### config.mk
export PLATFORM = sky130hd
export DESIGN_NAME = sac_conv_ctrl
export DESIGN_NICKNAME = d
export VERILOG_FILES = /design/src/design/sac_pkg.sv /design/src/design/sac_conv_ctrl.sv /design/src/design/sac_sar_core.sv
export SDC_FILE = /design/constraint.sdc
export NUM_CORES = 1
export LEC_CHECK = 0
export BUFFER_PORTS_ARGS = -buffer_cell sky130_fd_sc_hd__buf_2
export CAP_MARGIN = 15
export CORE_ASPECT_RATIO = 1.2
export CORE_MARGIN = 2
export CORE_UTILIZATION = 35
export CTS_BUF_LIST = sky130_fd_sc_hd__clkbuf_2
export DETAILED_ROUTE_END_ITERATION = 8
export HOLD_SLACK_MARGIN = 0.03
export PLACE_DENSITY = 0.54
export SLEW_MARGIN = 25
export SYNTH_ARGS = -nofsm -noshare
export SYNTH_HDL_FRONTEND = slang
export SYNTH_SLANG_ARGS = --single-unit
### constraint.sdc
create_clock -name clk -period 2.8 [get_ports clk]
set_input_delay 0.56 -clock clk [delete_from_list [all_inputs] [get_ports clk]]
set_output_delay 0.56 -clock clk [all_outputs]
set_load 0.005 [all_outputs]
### src/design/sac_pkg.sv
/*
 * sac_pkg: shared constants and types of the SAR converter control block.
 * Assumes a single 50 MHz system clock and an APB register interface.
 */
`default_nettype none
package sac_pkg;
    // register byte offsets
    localparam logic [7:0] OFF_CTRL   = 8'h00;
    localparam logic [7:0] OFF_CFG    = 8'h04;
    localparam logic [7:0] OFF_RES_HI = 8'h08;
    localparam logic [7:0] OFF_RES_LO = 8'h0c;

    // control register fields
    localparam int unsigned CTRL_SRC_LSB = 0;
    localparam int unsigned CTRL_IRQEN   = 3;
    localparam int unsigned CTRL_BUSY    = 4;
    localparam int unsigned CTRL_DONE    = 5;
    localparam int unsigned CTRL_DTRK    = 6;
    localparam int unsigned CTRL_EN      = 7;

    // config register fields
    localparam int unsigned CFG_EIGHT   = 1;
    localparam int unsigned CFG_LJ      = 2;
    localparam int unsigned CFG_DIV_LSB = 3;

    // values after reset
    localparam logic [4:0] DIV_RST   = 5'h1f;
    localparam logic       LJ_RST    = 1'b0;
    localparam logic       EIGHT_RST = 1'b0;
    localparam logic [2:0] SRC_RST   = 3'h0;

    // conversion geometry and timing
    localparam int unsigned CODE_W  = 10;
    localparam int unsigned EIGHT_W = 8;
    localparam int unsigned DIV_W   = 5;
    localparam logic [1:0]  DELAY_TICKS = 2'h3;
    localparam logic [3:0]  TICKS_TEN   = 4'ha;
    localparam logic [3:0]  TICKS_EIGHT = 4'h8;

    // start-of-conversion sources, codes 0 to 5 in order
    typedef enum logic [2:0] {
        SRC_SW, SRC_T0, SRC_T2, SRC_T1, SRC_EXT, SRC_T3
    } sac_src_t;

    // conversion sequencer states
    typedef enum logic [1:0] {
        ST_IDLE, ST_DELAY, ST_CONV
    } sac_state_t;
endpackage
`default_nettype wire

### src/design/sac_conv_ctrl.sv
/*
 * sac_conv_ctrl: control of a 10-bit SAR converter behind an APB slave:
 * enable, sar clock divider, trigger select, tracking, busy and done,
 * result formatting.
 * Assumes timer overflow pulses and cmp_hi are synchronous to clk;
 * ext_convert_start is asynchronous and is synchronised here.
 */
// How it works
// - converter runs only while enable is set
// - enable clear forces idle, no conversions
// - each conversion loads result high and low
// - right justified code in low ten bits
// - left justified code in upper ten bits
// - unused result bits read as zero
// - eight-bit mode puts eight msbs high
// - eight-bit mode ignores left justify
// - eight-bit conversion takes two fewer ticks
// - sar clock is divided system clock
// - five-bit divider, rate clk over n+1
// - source field picks one of six
// - writing busy one starts sw conversion
// - selected timer overflow starts a conversion
// - external rising edge starts a conversion
// - timer 2/3 use low or high overflow
// - busy is one throughout each conversion
// - busy falling sets done, raises interrupt
// - delayed tracking waits three sar ticks
// - no delayed tracking starts at once
// - internal sources track whenever enabled and not converting
// - external source tracks per delay or pin
`timescale 1ns/1ps
`default_nettype none
module sac_conv_ctrl (
    input  wire logic        clk,
    input  wire logic        rstn,
    input  wire logic [7:0]  paddr,
    input  wire logic        psel,
    input  wire logic        penable,
    input  wire logic        pwrite,
    input  wire logic [31:0] pwdata,
    input  wire logic [3:0]  pstrb,
    output logic [31:0]      prdata,
    output logic             pready,
    output logic             pslverr,
    input  wire logic        t0_ovf,
    input  wire logic        t1_ovf,
    input  wire logic        t2_lo_ovf,
    input  wire logic        t2_hi_ovf,
    input  wire logic        t2_split,
    input  wire logic        t3_lo_ovf,
    input  wire logic        t3_hi_ovf,
    input  wire logic        t3_split,
    input  wire logic        ext_convert_start,
    input  wire logic        cmp_hi,
    output logic [9:0]       dac_code,
    output logic             track,
    output logic             powered,
    output logic             conv_irq
);
    logic [1:0]         rst_pipe_q;
    logic               rst_n_q;
    logic               pready_q;
    logic [31:0]        prdata_q;
    logic               pslverr_q;
    logic               acc;
    logic               wr_fire;
    logic               wr_ctrl;
    logic               wr_cfg;
    logic               en_q;
    logic               dtrk_q;
    logic               irqen_q;
    logic [2:0]         src_q;
    logic               done_q;
    logic [4:0]         div_q;
    logic               lj_q;
    logic               eight_q;
    logic [7:0]         res_hi_q;
    logic [7:0]         res_lo_q;
    logic [15:0]        res_fmt;
    logic               ext_s1_q;
    logic               ext_s2_q;
    logic               ext_s3_q;
    logic               ext_rise;
    logic               t2_ovf;
    logic               t3_ovf;
    logic               sw_start;
    logic               trig;
    sac_pkg::sac_state_t st_q;
    logic [4:0]         div_cnt_q;
    logic               tick;
    logic [1:0]         dly_q;
    logic               core_go;
    logic               core_done;
    logic [9:0]         core_code;
    logic [9:0]         trial_q;
    logic               track_q;
    logic               irq_q;
    logic               busy;
    logic [7:0]         ctrl_rd;
    logic [7:0]         cfg_rd;

    // true for the four mapped register offsets
    function automatic logic reg_hit(input logic [7:0] a);
        reg_hit = (a == sac_pkg::OFF_CTRL) || (a == sac_pkg::OFF_CFG) ||
                  (a == sac_pkg::OFF_RES_HI) || (a == sac_pkg::OFF_RES_LO);
    endfunction

    // reset release through two flops
    always_ff @(posedge clk or negedge rstn) begin
        if (!rstn) begin
            rst_pipe_q <= 2'h0;
        end else begin
            rst_pipe_q <= {rst_pipe_q[0], 1'b1};
        end
    end
    assign rst_n_q = rst_pipe_q[1];

    // apb: one wait state, data and error registered
    assign acc     = psel && penable;
    assign wr_fire = acc && pready_q && pwrite && pstrb[0];
    assign wr_ctrl = wr_fire && (paddr == sac_pkg::OFF_CTRL);
    assign wr_cfg  = wr_fire && (paddr == sac_pkg::OFF_CFG);
    assign busy    = (st_q != sac_pkg::ST_IDLE);

    assign ctrl_rd = {en_q, dtrk_q, done_q, busy, irqen_q, src_q};
    assign cfg_rd  = {div_q, lj_q, eight_q, 1'b0};

    always_ff @(posedge clk or negedge rst_n_q) begin
        if (!rst_n_q) begin
            pready_q  <= 1'b0;
            prdata_q  <= 32'h0;
            pslverr_q <= 1'b0;
        end else begin
            pready_q  <= acc && !pready_q;
            pslverr_q <= acc && !pready_q && !reg_hit(paddr);
            prdata_q  <= 32'h0;
            if (acc && !pready_q && !pwrite) begin
                unique case (paddr)
                    sac_pkg::OFF_CTRL:   prdata_q <= {24'h0, ctrl_rd};
                    sac_pkg::OFF_CFG:    prdata_q <= {24'h0, cfg_rd};
                    sac_pkg::OFF_RES_HI: prdata_q <= {24'h0, res_hi_q};
                    sac_pkg::OFF_RES_LO: prdata_q <= {24'h0, res_lo_q};
                    default:             prdata_q <= 32'h0;
                endcase
            end
        end
    end

    // control register fields
    always_ff @(posedge clk or negedge rst_n_q) begin
        if (!rst_n_q) begin
            en_q    <= 1'b0;
            dtrk_q  <= 1'b0;
            irqen_q <= 1'b0;
            src_q   <= sac_pkg::SRC_RST;
        end else if (wr_ctrl) begin
            en_q    <= pwdata[sac_pkg::CTRL_EN];
            dtrk_q  <= pwdata[sac_pkg::CTRL_DTRK];
            irqen_q <= pwdata[sac_pkg::CTRL_IRQEN];
            src_q   <= pwdata[sac_pkg::CTRL_SRC_LSB +: 3];
        end
    end

    // config register fields
    always_ff @(posedge clk or negedge rst_n_q) begin
        if (!rst_n_q) begin
            div_q   <= sac_pkg::DIV_RST;
            lj_q    <= sac_pkg::LJ_RST;
            eight_q <= sac_pkg::EIGHT_RST;
        end else if (wr_cfg) begin
            div_q   <= pwdata[sac_pkg::CFG_DIV_LSB +: sac_pkg::DIV_W];
            lj_q    <= pwdata[sac_pkg::CFG_LJ];
            eight_q <= pwdata[sac_pkg::CFG_EIGHT];
        end
    end

    // external start pin: two-flop sync plus edge history
    always_ff @(posedge clk or negedge rst_n_q) begin
        if (!rst_n_q) begin
            ext_s1_q <= 1'b0;
            ext_s2_q <= 1'b0;
            ext_s3_q <= 1'b0;
        end else begin
            ext_s1_q <= ext_convert_start;
            ext_s2_q <= ext_s1_q;
            ext_s3_q <= ext_s2_q;
        end
    end
    assign ext_rise = ext_s2_q && !ext_s3_q;

    // timer 2/3 overflow byte follows the timer width
    assign t2_ovf = t2_split ? t2_lo_ovf : t2_hi_ovf;
    assign t3_ovf = t3_split ? t3_lo_ovf : t3_hi_ovf;

    assign sw_start = wr_ctrl && pwdata[sac_pkg::CTRL_BUSY];

    // start source select, unused codes never trigger
    always_comb begin
        unique case (src_q)
            sac_pkg::SRC_SW:  trig = sw_start;
            sac_pkg::SRC_T0:  trig = t0_ovf;
            sac_pkg::SRC_T2:  trig = t2_ovf;
            sac_pkg::SRC_T1:  trig = t1_ovf;
            sac_pkg::SRC_EXT: trig = ext_rise;
            sac_pkg::SRC_T3:  trig = t3_ovf;
            default:          trig = 1'b0;
        endcase
    end

    // sar clock divider, restarted at every trigger
    always_ff @(posedge clk or negedge rst_n_q) begin
        if (!rst_n_q) begin
            div_cnt_q <= 5'h0;
        end else if (!busy || tick) begin
            div_cnt_q <= 5'h0;
        end else begin
            div_cnt_q <= div_cnt_q + 5'h1;
        end
    end
    assign tick = busy && (div_cnt_q == div_q);

    // delayed tracking tick counter
    always_ff @(posedge clk or negedge rst_n_q) begin
        if (!rst_n_q) begin
            dly_q <= 2'h0;
        end else if (st_q != sac_pkg::ST_DELAY) begin
            dly_q <= 2'h0;
        end else if (tick) begin
            dly_q <= dly_q + 2'h1;
        end
    end

    // conversion start: at once, or after the third delay tick
    assign core_go = en_q &&
        (((st_q == sac_pkg::ST_IDLE) && trig && !dtrk_q) ||
         ((st_q == sac_pkg::ST_DELAY) && tick &&
          (dly_q == sac_pkg::DELAY_TICKS - 2'h1)));

    // sequencer; disable drops straight to idle
    always_ff @(posedge clk or negedge rst_n_q) begin
        if (!rst_n_q) begin
            st_q <= sac_pkg::ST_IDLE;
        end else if (!en_q) begin
            st_q <= sac_pkg::ST_IDLE;
        end else begin
            unique case (st_q)
                sac_pkg::ST_IDLE: begin
                    if (trig) begin
                        st_q <= dtrk_q ? sac_pkg::ST_DELAY
                                       : sac_pkg::ST_CONV;
                    end
                end
                sac_pkg::ST_DELAY: begin
                    if (core_go) begin
                        st_q <= sac_pkg::ST_CONV;
                    end
                end
                sac_pkg::ST_CONV: begin
                    if (core_done) begin
                        st_q <= sac_pkg::ST_IDLE;
                    end
                end
            endcase
        end
    end

    sac_sar_core u_core (
        .clk     (clk),
        .rst_n   (rst_n_q),
        .go      (core_go),
        .abort   (!en_q),
        .tick    (tick),
        .eight   (eight_q),
        .cmp_hi  (cmp_hi),
        .trial_q (trial_q),
        .code_q  (core_code),
        .done_q  (core_done)
    );

    // result layout: eight-bit, left or right justified
    always_comb begin
        if (eight_q) begin
            res_fmt = {core_code[9:2], 8'h0};
        end else if (lj_q) begin
            res_fmt = {core_code, 6'h0};
        end else begin
            res_fmt = {6'h0, core_code};
        end
    end

    // result bytes load at the end of every conversion
    always_ff @(posedge clk or negedge rst_n_q) begin
        if (!rst_n_q) begin
            res_hi_q <= 8'h0;
            res_lo_q <= 8'h0;
        end else if (core_done && en_q) begin
            res_hi_q <= res_fmt[15:8];
            res_lo_q <= res_fmt[7:0];
        end
    end

    // done flag: completion wins over a clearing write
    always_ff @(posedge clk or negedge rst_n_q) begin
        if (!rst_n_q) begin
            done_q <= 1'b0;
        end else if (core_done && en_q) begin
            done_q <= 1'b1;
        end else if (wr_ctrl && !pwdata[sac_pkg::CTRL_DONE]) begin
            done_q <= 1'b0;
        end
    end

    // tracking and interrupt outputs
    always_ff @(posedge clk or negedge rst_n_q) begin
        if (!rst_n_q) begin
            track_q <= 1'b0;
            irq_q   <= 1'b0;
        end else begin
            track_q <= en_q && (st_q != sac_pkg::ST_CONV) &&
                       ((src_q != sac_pkg::SRC_EXT) || dtrk_q ||
                        !ext_s2_q);
            irq_q   <= done_q && irqen_q;
        end
    end

    assign prdata   = prdata_q;
    assign pready   = pready_q;
    assign pslverr  = pslverr_q;
    assign dac_code = trial_q;
    assign track    = track_q;
    assign powered  = en_q;
    assign conv_irq = irq_q;

    // helpers: ticks seen in delay and in conversion
    logic [1:0] chk_dly_q;
    logic [3:0] chk_conv_q;
    always_ff @(posedge clk or negedge rst_n_q) begin
        if (!rst_n_q) begin
            chk_dly_q  <= 2'h0;
            chk_conv_q <= 4'h0;
        end else begin
            chk_dly_q  <= (st_q != sac_pkg::ST_DELAY) ? 2'h0 :
                          chk_dly_q + 2'(tick);
            chk_conv_q <= (st_q != sac_pkg::ST_CONV) ? 4'h0 :
                          chk_conv_q + 4'(tick);
        end
    end

    chk_off_idle: assert property (
        @(posedge clk) disable iff (!rst_n_q)
        !en_q |=> !busy && !core_done ##1 !core_done)
    else $error("conversion activity while disabled");

    chk_done_sets: assert property (
        @(posedge clk) disable iff (!rst_n_q)
        core_done && en_q |=> done_q && !busy ##1 (irq_q == irqen_q))
    else $error("completion did not set done and irq");

    chk_right_just: assert property (
        @(posedge clk) disable iff (!rst_n_q)
        core_done && en_q && !eight_q && !lj_q |=>
        {res_hi_q, res_lo_q} == {6'h0, $past(core_code)})
    else $error("right justified result wrong");

    chk_left_just: assert property (
        @(posedge clk) disable iff (!rst_n_q)
        core_done && en_q && !eight_q && lj_q |=>
        {res_hi_q, res_lo_q} == {$past(core_code), 6'h0})
    else $error("left justified result wrong");

    chk_eight_bit: assert property (
        @(posedge clk) disable iff (!rst_n_q)
        core_done && en_q && eight_q |=>
        res_lo_q == 8'h0 && res_hi_q == $past(core_code[9:2]))
    else $error("eight-bit result wrong");

    chk_delay_three: assert property (
        @(posedge clk) disable iff (!rst_n_q)
        $past(st_q) == sac_pkg::ST_DELAY && st_q == sac_pkg::ST_CONV
        |-> chk_dly_q == sac_pkg::DELAY_TICKS)
    else $error("delayed start not after three ticks");

    chk_no_delay: assert property (
        @(posedge clk) disable iff (!rst_n_q)
        en_q && !busy && trig && !dtrk_q |=> st_q == sac_pkg::ST_CONV)
    else $error("immediate start did not convert");

    chk_conv_len: assert property (
        @(posedge clk) disable iff (!rst_n_q)
        core_done && en_q |-> chk_conv_q ==
        (eight_q ? sac_pkg::TICKS_EIGHT : sac_pkg::TICKS_TEN))
    else $error("conversion length wrong");

    chk_no_track_conv: assert property (
        @(posedge clk) disable iff (!rst_n_q)
        st_q == sac_pkg::ST_CONV |=> !track_q)
    else $error("tracking while converting");

    chk_ext_pin_hold: assert property (
        @(posedge clk) disable iff (!rst_n_q)
        en_q && src_q == sac_pkg::SRC_EXT && !dtrk_q && ext_s2_q
        |=> !track_q)
    else $error("tracking with start pin high");

    chk_sw_start: assert property (
        @(posedge clk) disable iff (!rst_n_q)
        en_q && !busy && src_q == sac_pkg::SRC_SW && sw_start |=> busy)
    else $error("software start ignored");
endmodule
`default_nettype wire

### src/design/sac_sar_core.sv
/*
 * sac_sar_core: successive approximation register and bit sequencer.
 * Assumes cmp_hi is valid for the current trial code at every tick and
 * that go and tick never come in the same cycle as a pending tick.
 */
`timescale 1ns/1ps
`default_nettype none
module sac_sar_core (
    input  wire logic                      clk,
    input  wire logic                      rst_n,
    input  wire logic                      go,
    input  wire logic                      abort,
    input  wire logic                      tick,
    input  wire logic                      eight,
    input  wire logic                      cmp_hi,
    output logic [sac_pkg::CODE_W-1:0]     trial_q,
    output logic [sac_pkg::CODE_W-1:0]     code_q,
    output logic                           done_q
);
    logic       active_q;
    logic [3:0] idx_q;
    logic       last;
    logic [sac_pkg::CODE_W-1:0] trial_d;

    // eight-bit runs stop two bits early
    assign last = eight ? (idx_q == 4'(sac_pkg::CODE_W - sac_pkg::EIGHT_W))
                        : (idx_q == 4'h0);

    // resolve the current bit, then try the next lower one
    always_comb begin
        trial_d = trial_q;
        trial_d[idx_q] = cmp_hi;
        if (!last) begin
            trial_d[idx_q - 4'h1] = 1'b1;
        end
    end

    // bit walk, msb first, one bit per sar clock
    always_ff @(posedge clk or negedge rst_n) begin
        if (!rst_n) begin
            active_q <= 1'b0;
            idx_q    <= 4'h0;
            trial_q  <= '0;
            code_q   <= '0;
            done_q   <= 1'b0;
        end else begin
            done_q <= 1'b0;
            if (abort) begin
                active_q <= 1'b0;
                trial_q  <= '0;
            end else if (go) begin
                active_q <= 1'b1;
                idx_q    <= 4'(sac_pkg::CODE_W - 1);
                trial_q  <= {1'b1, {(sac_pkg::CODE_W-1){1'b0}}};
            end else if (active_q && tick) begin
                if (last) begin
                    active_q <= 1'b0;
                    code_q   <= trial_d;
                    trial_q  <= '0;
                    done_q   <= 1'b1;
                end else begin
                    idx_q   <= idx_q - 4'h1;
                    trial_q <= trial_d;
                end
            end
        end
    end
endmodule
`default_nettype wire

==> out/results.tsv <==
stage	metric	value	unit
status	status	complete, no violations	
clock_tree	cts_resized	0	
synth	synth_compound_area_share	10.3	%
placed_design	post-place-ws	0.353	ns
die	dieArea	12900	sq um
die	die_h	124	um
die	io_pins	106	
min_path	hold_class	in -> reg	
global_routing	grt-ovfl-total	0	
synth	seq_area_frac_synth	49.2	%
global_routing	grt_max_degree	81	
worst_setup_path	worstPathArrival	2.66	ns
placed_design	place_congestion	0.795	
global_routing	grt_pass1_wl	14800	um
worst_setup_path	crit_type	reg -> reg	
routing	vias	2883	
timing	finalHoldViolations	0	
routing	drt_wl_total	8850	um
routing	viasPerCell	4.79	
timing	drv_slew	0	
min_path	hold_start	ext_convert_start	
synth	synth_cell_types	52	
timing	grt_setup_unrepaired	no	
clock_tree	cts_tree	done	
timing	finalSetupViolations	0	
die	rows	43	
routing	drtIter0Drc	113	
clock_tree	cts.sinks	82	
placed_design	dp_hpwl	6620	um
routing	drc_errors	0	
worst_setup_path	slowest_stage	dfrtp_1	
synth	synth_edf_count	0	
timing	maxSlewHeadroom	51.8	%
synth	syn_area_per_cell	11.0	sq um
layout	n_antenna_cell	0	
clock_tree	numCtsBuffers	9	
synth	synth.cell_area	4190	sq um
timing	worst_pin_slew	0.718	ns
layout	fin_area	4690	sq um
layout	layout-drive-gt1-share	25.6	%
worst_setup_path	crit_fanout	11	
synth	yosysTopAreaCell	dfrtp_1	
routing	final_antenna_net_count	0	
synth	synth_top_area_share	46.0	%
placed_design	placed_area	4560	sq um
synth	synth_fa_ha_area_share	2.69	%
die	initial_core_util	36.0	%
synth	yosys-top-cells-area	dfrtp_1 (46%), mux2i_1 (5.0%), buf_4 (4.3%)	
timing	min_period	2.19	ns
global_routing	gr-usage-met2	24.3	%
timing	clock_skew	0.0233	ns
global_routing	antenna_found_initial	0	
synth	muxShareOfSynthArea	14.2	%
routing	drt_pass1_iterations	6	
global_routing	grtUsageMet1	19.2	%
synth	yosys_warnings	0	
clock_tree	htreeDepth	3	
synth	synth_ff_type	dfrtp_1	
worst_setup_path	r2r_start	src_q[2]$_DFFE_PN0N_	
clock_tree	clk_latency	0.54	ns
worst_setup_path	worstRegToRegCells	7	
worst_setup_path	rr_endpoint	u_core.code_q[0]$_DFFE_PN0P_	
global_routing	groute.usage.overall	14.9	%
worst_setup_path	start_kind	flip-flop	
global_routing	grt_use_met3	2.51	%
worst_setup_path	path_cells	nor2_1 -> a2111oi_2 -> o311ai_2 -> nand4_2 -> nor3_2 -> buf_4 -> mux2_1	
power_and_ir_drop	power_density	394	nW/um^2
timing	final.setup.tns	0	ns
worst_setup_path	required	3.27	ns
power_and_ir_drop	power.leakage	2.29	nW
clock_tree	cts_root_buffer	clkbuf_2	
min_path	hold_end	ext_s1_q$_DFF_PN0_	
synth	synth_xor_area_share	2.30	%
power_and_ir_drop	irDropWorstVdd	0.143	mV
synth	synth-simple-area-share	13.9	%
synth	postSynth.asyncResetShare	100	%
timing	fmax	0.456	GHz
global_routing	grt_pass1_vias	2889	
min_path	min_path_cells	1	
worst_setup_path	end_kind	flip-flop	
worst_setup_path	slowest_delay	0.55	ns
power_and_ir_drop	power	1.85	mW
global_routing	top_usage_layer	met2	
layout	syn_to_final_growth	12.1	%
clock_tree	clkTransAtPathRegs	0.24	ns
synth	synth_seq_cells	82	
clock_tree	clock_path_buffers	2	
die	coreArea	11600	sq um
synth	synthCells	381	
job	max_cap_viol_count	0	
worst_setup_path	reg2reg_slack	0.61	ns
layout	fin_nets	508	
die	dieWidth	104	um
synth	synth_top_family_by_area	multiplexers	
routing	wl_per_cell	14.7	um
placed_design	io_buffers	54	
timing	fin_crit_sh	78.4	%
timing	postLayoutSetupSlackWorst	0.606	ns
[Yosys cell counts, types with 2 or more instances]
library cell,instances
nor2b_1,12
nor3_2,2
and2_1,5
a22oi_1,10
nand2b_1,4
o21ai_1,7
buf_4,24
mux2_1,2
mux2_4,9
inv_1,14
dfrtp_1,77
and4b_1,2
a22o_1,13
xor2_1,7
mux2_2,8
a21oi_1,5
nand4b_1,2
xnor2_1,4
dfstp_2,5
clkbuf_1,10
conb_1,2
o31ai_1,2
o21ai_0,11
mux2i_1,21
mux4_2,6
nand2_1,39
nor3_1,4
a211oi_1,3
nor2_1,32
ha_1,9
buf_2,3
nand3_1,7
[worst max-delay path, delay by kind of cell (launching register included)]
family	cells	cell delay (ns)
simple gates	3	0.56
mux	1	0.33
flops	1	0.55
compound gates	2	0.44
buf+inv	1	0.24
[through the flow]
| stage | util (%) | hold WS [ns] | std cells |
|---|---|---|---|
| after floorplan | - | 0.264 | 404 |
| after global placement | 39.2 | 0.335 | 584 |
| after detailed placement | 39.2 | 0.337 | 584 |
| after CTS | 40.1 | 0.0707 | 601 |
| after global routing | 40.4 | 0.0604 | 602 |
| final | 40.4 | 0.114 | 602 |
[timing repair]
item	4_1_cts	5_1_grt
endpoints found under the hold margin	2	0
buffers inserted	0	0
hold buffers	1	0
endpoints found under the setup margin	0	0
[per-layer routing]
| metal | part of all wire (%) | up-vias |
|---|---|---|
| met1 | 46 | 1392 |
| li1 | - | 1398 |
| met5 | 0 | - |
| met2 | 48 | 76 |
| met3 | 3.8 | 17 |
| met4 | 2.6 | 0 |
[area by class of cell]
class | count | area [sq um]
multi-input cells | 268 | 1910
clock buffers | 9 | 45.0
inverters | 15 | 56.3
flip-flops and latches | 82 | 2060
repair buffers | 64 | 368
fillers | 1174 | 6930
well taps | 157 | 196
clock inverters | 7 | 53.8
[power by group]
group | switching [mW] | leakage [nW] | internal (mW)
Sequential | 0.0103 | 1.09 | 1.19
Combinational | 0.0500 | 1.15 | 0.0363
Clock | 0.436 | 0.0565 | 0.123
[cells by family (layout without fill, tap and decap cells)]
kind of cell,count (synthesis),count (layout)
AO/OA/AOI/OAI,60,60
multiplexers,46,46
XOR/XNOR,11,11
AND/OR/NAND/NOR,117,117
adder cells (fa/ha/maj),9,9
flip-flops,82,82
other,2,25
buffers and inverters,54,95
[sequential cells by signal, indices dropped and copies added (netlist names), 3 cells and up]
name,count
res_lo_q,8
res_hi_q,8
src_q,3
prdata,8
div_q,5
u_core.idx_q,4
u_core.code_q,10
div_cnt_q,5
u_core.trial_q,10
[layout by cell type (no fill, tap or decap), types with 11 or more instances in the layout]
master | synthesis | layout
conb_1 | 2 | 25
nor2_1 | 32 | 32
o21ai_0 | 11 | 11
a22o_1 | 13 | 13
mux2i_1 | 21 | 21
nor2b_1 | 12 | 12
inv_1 | 14 | 14
buf_2 | 3 | 54
nand2_1 | 39 | 39
dfrtp_1 | 77 | 76
[worst max path at each step]
stage / endpoint / slack, ns / start / cells past startpoint
finish: u_core.code_q[0]$_DFFE_PN0P_ / 0.61 / src_q[2]$_DFFE_PN0N_ / 7
global route: u_core.code_q[0]$_DFFE_PN0P_ / 0.42 / src_q[0]$_DFFE_PN0N_ / 7
global placement: u_core.code_q[0]$_DFFE_PN0P_ / 0.37 / t3_split / 8
CTS: u_core.code_q[0]$_DFFE_PN0P_ / 0.58 / src_q[2]$_DFFE_PN0N_ / 7
floorplan: conv_irq$_DFF_PN0_ / 0.36 / rst_pipe_q[1]$_DFF_PN0_ / 0
detailed placement: u_core.code_q[0]$_DFFE_PN0P_ / 0.35 / t3_split / 8
(Power assumes the default switching activity.)
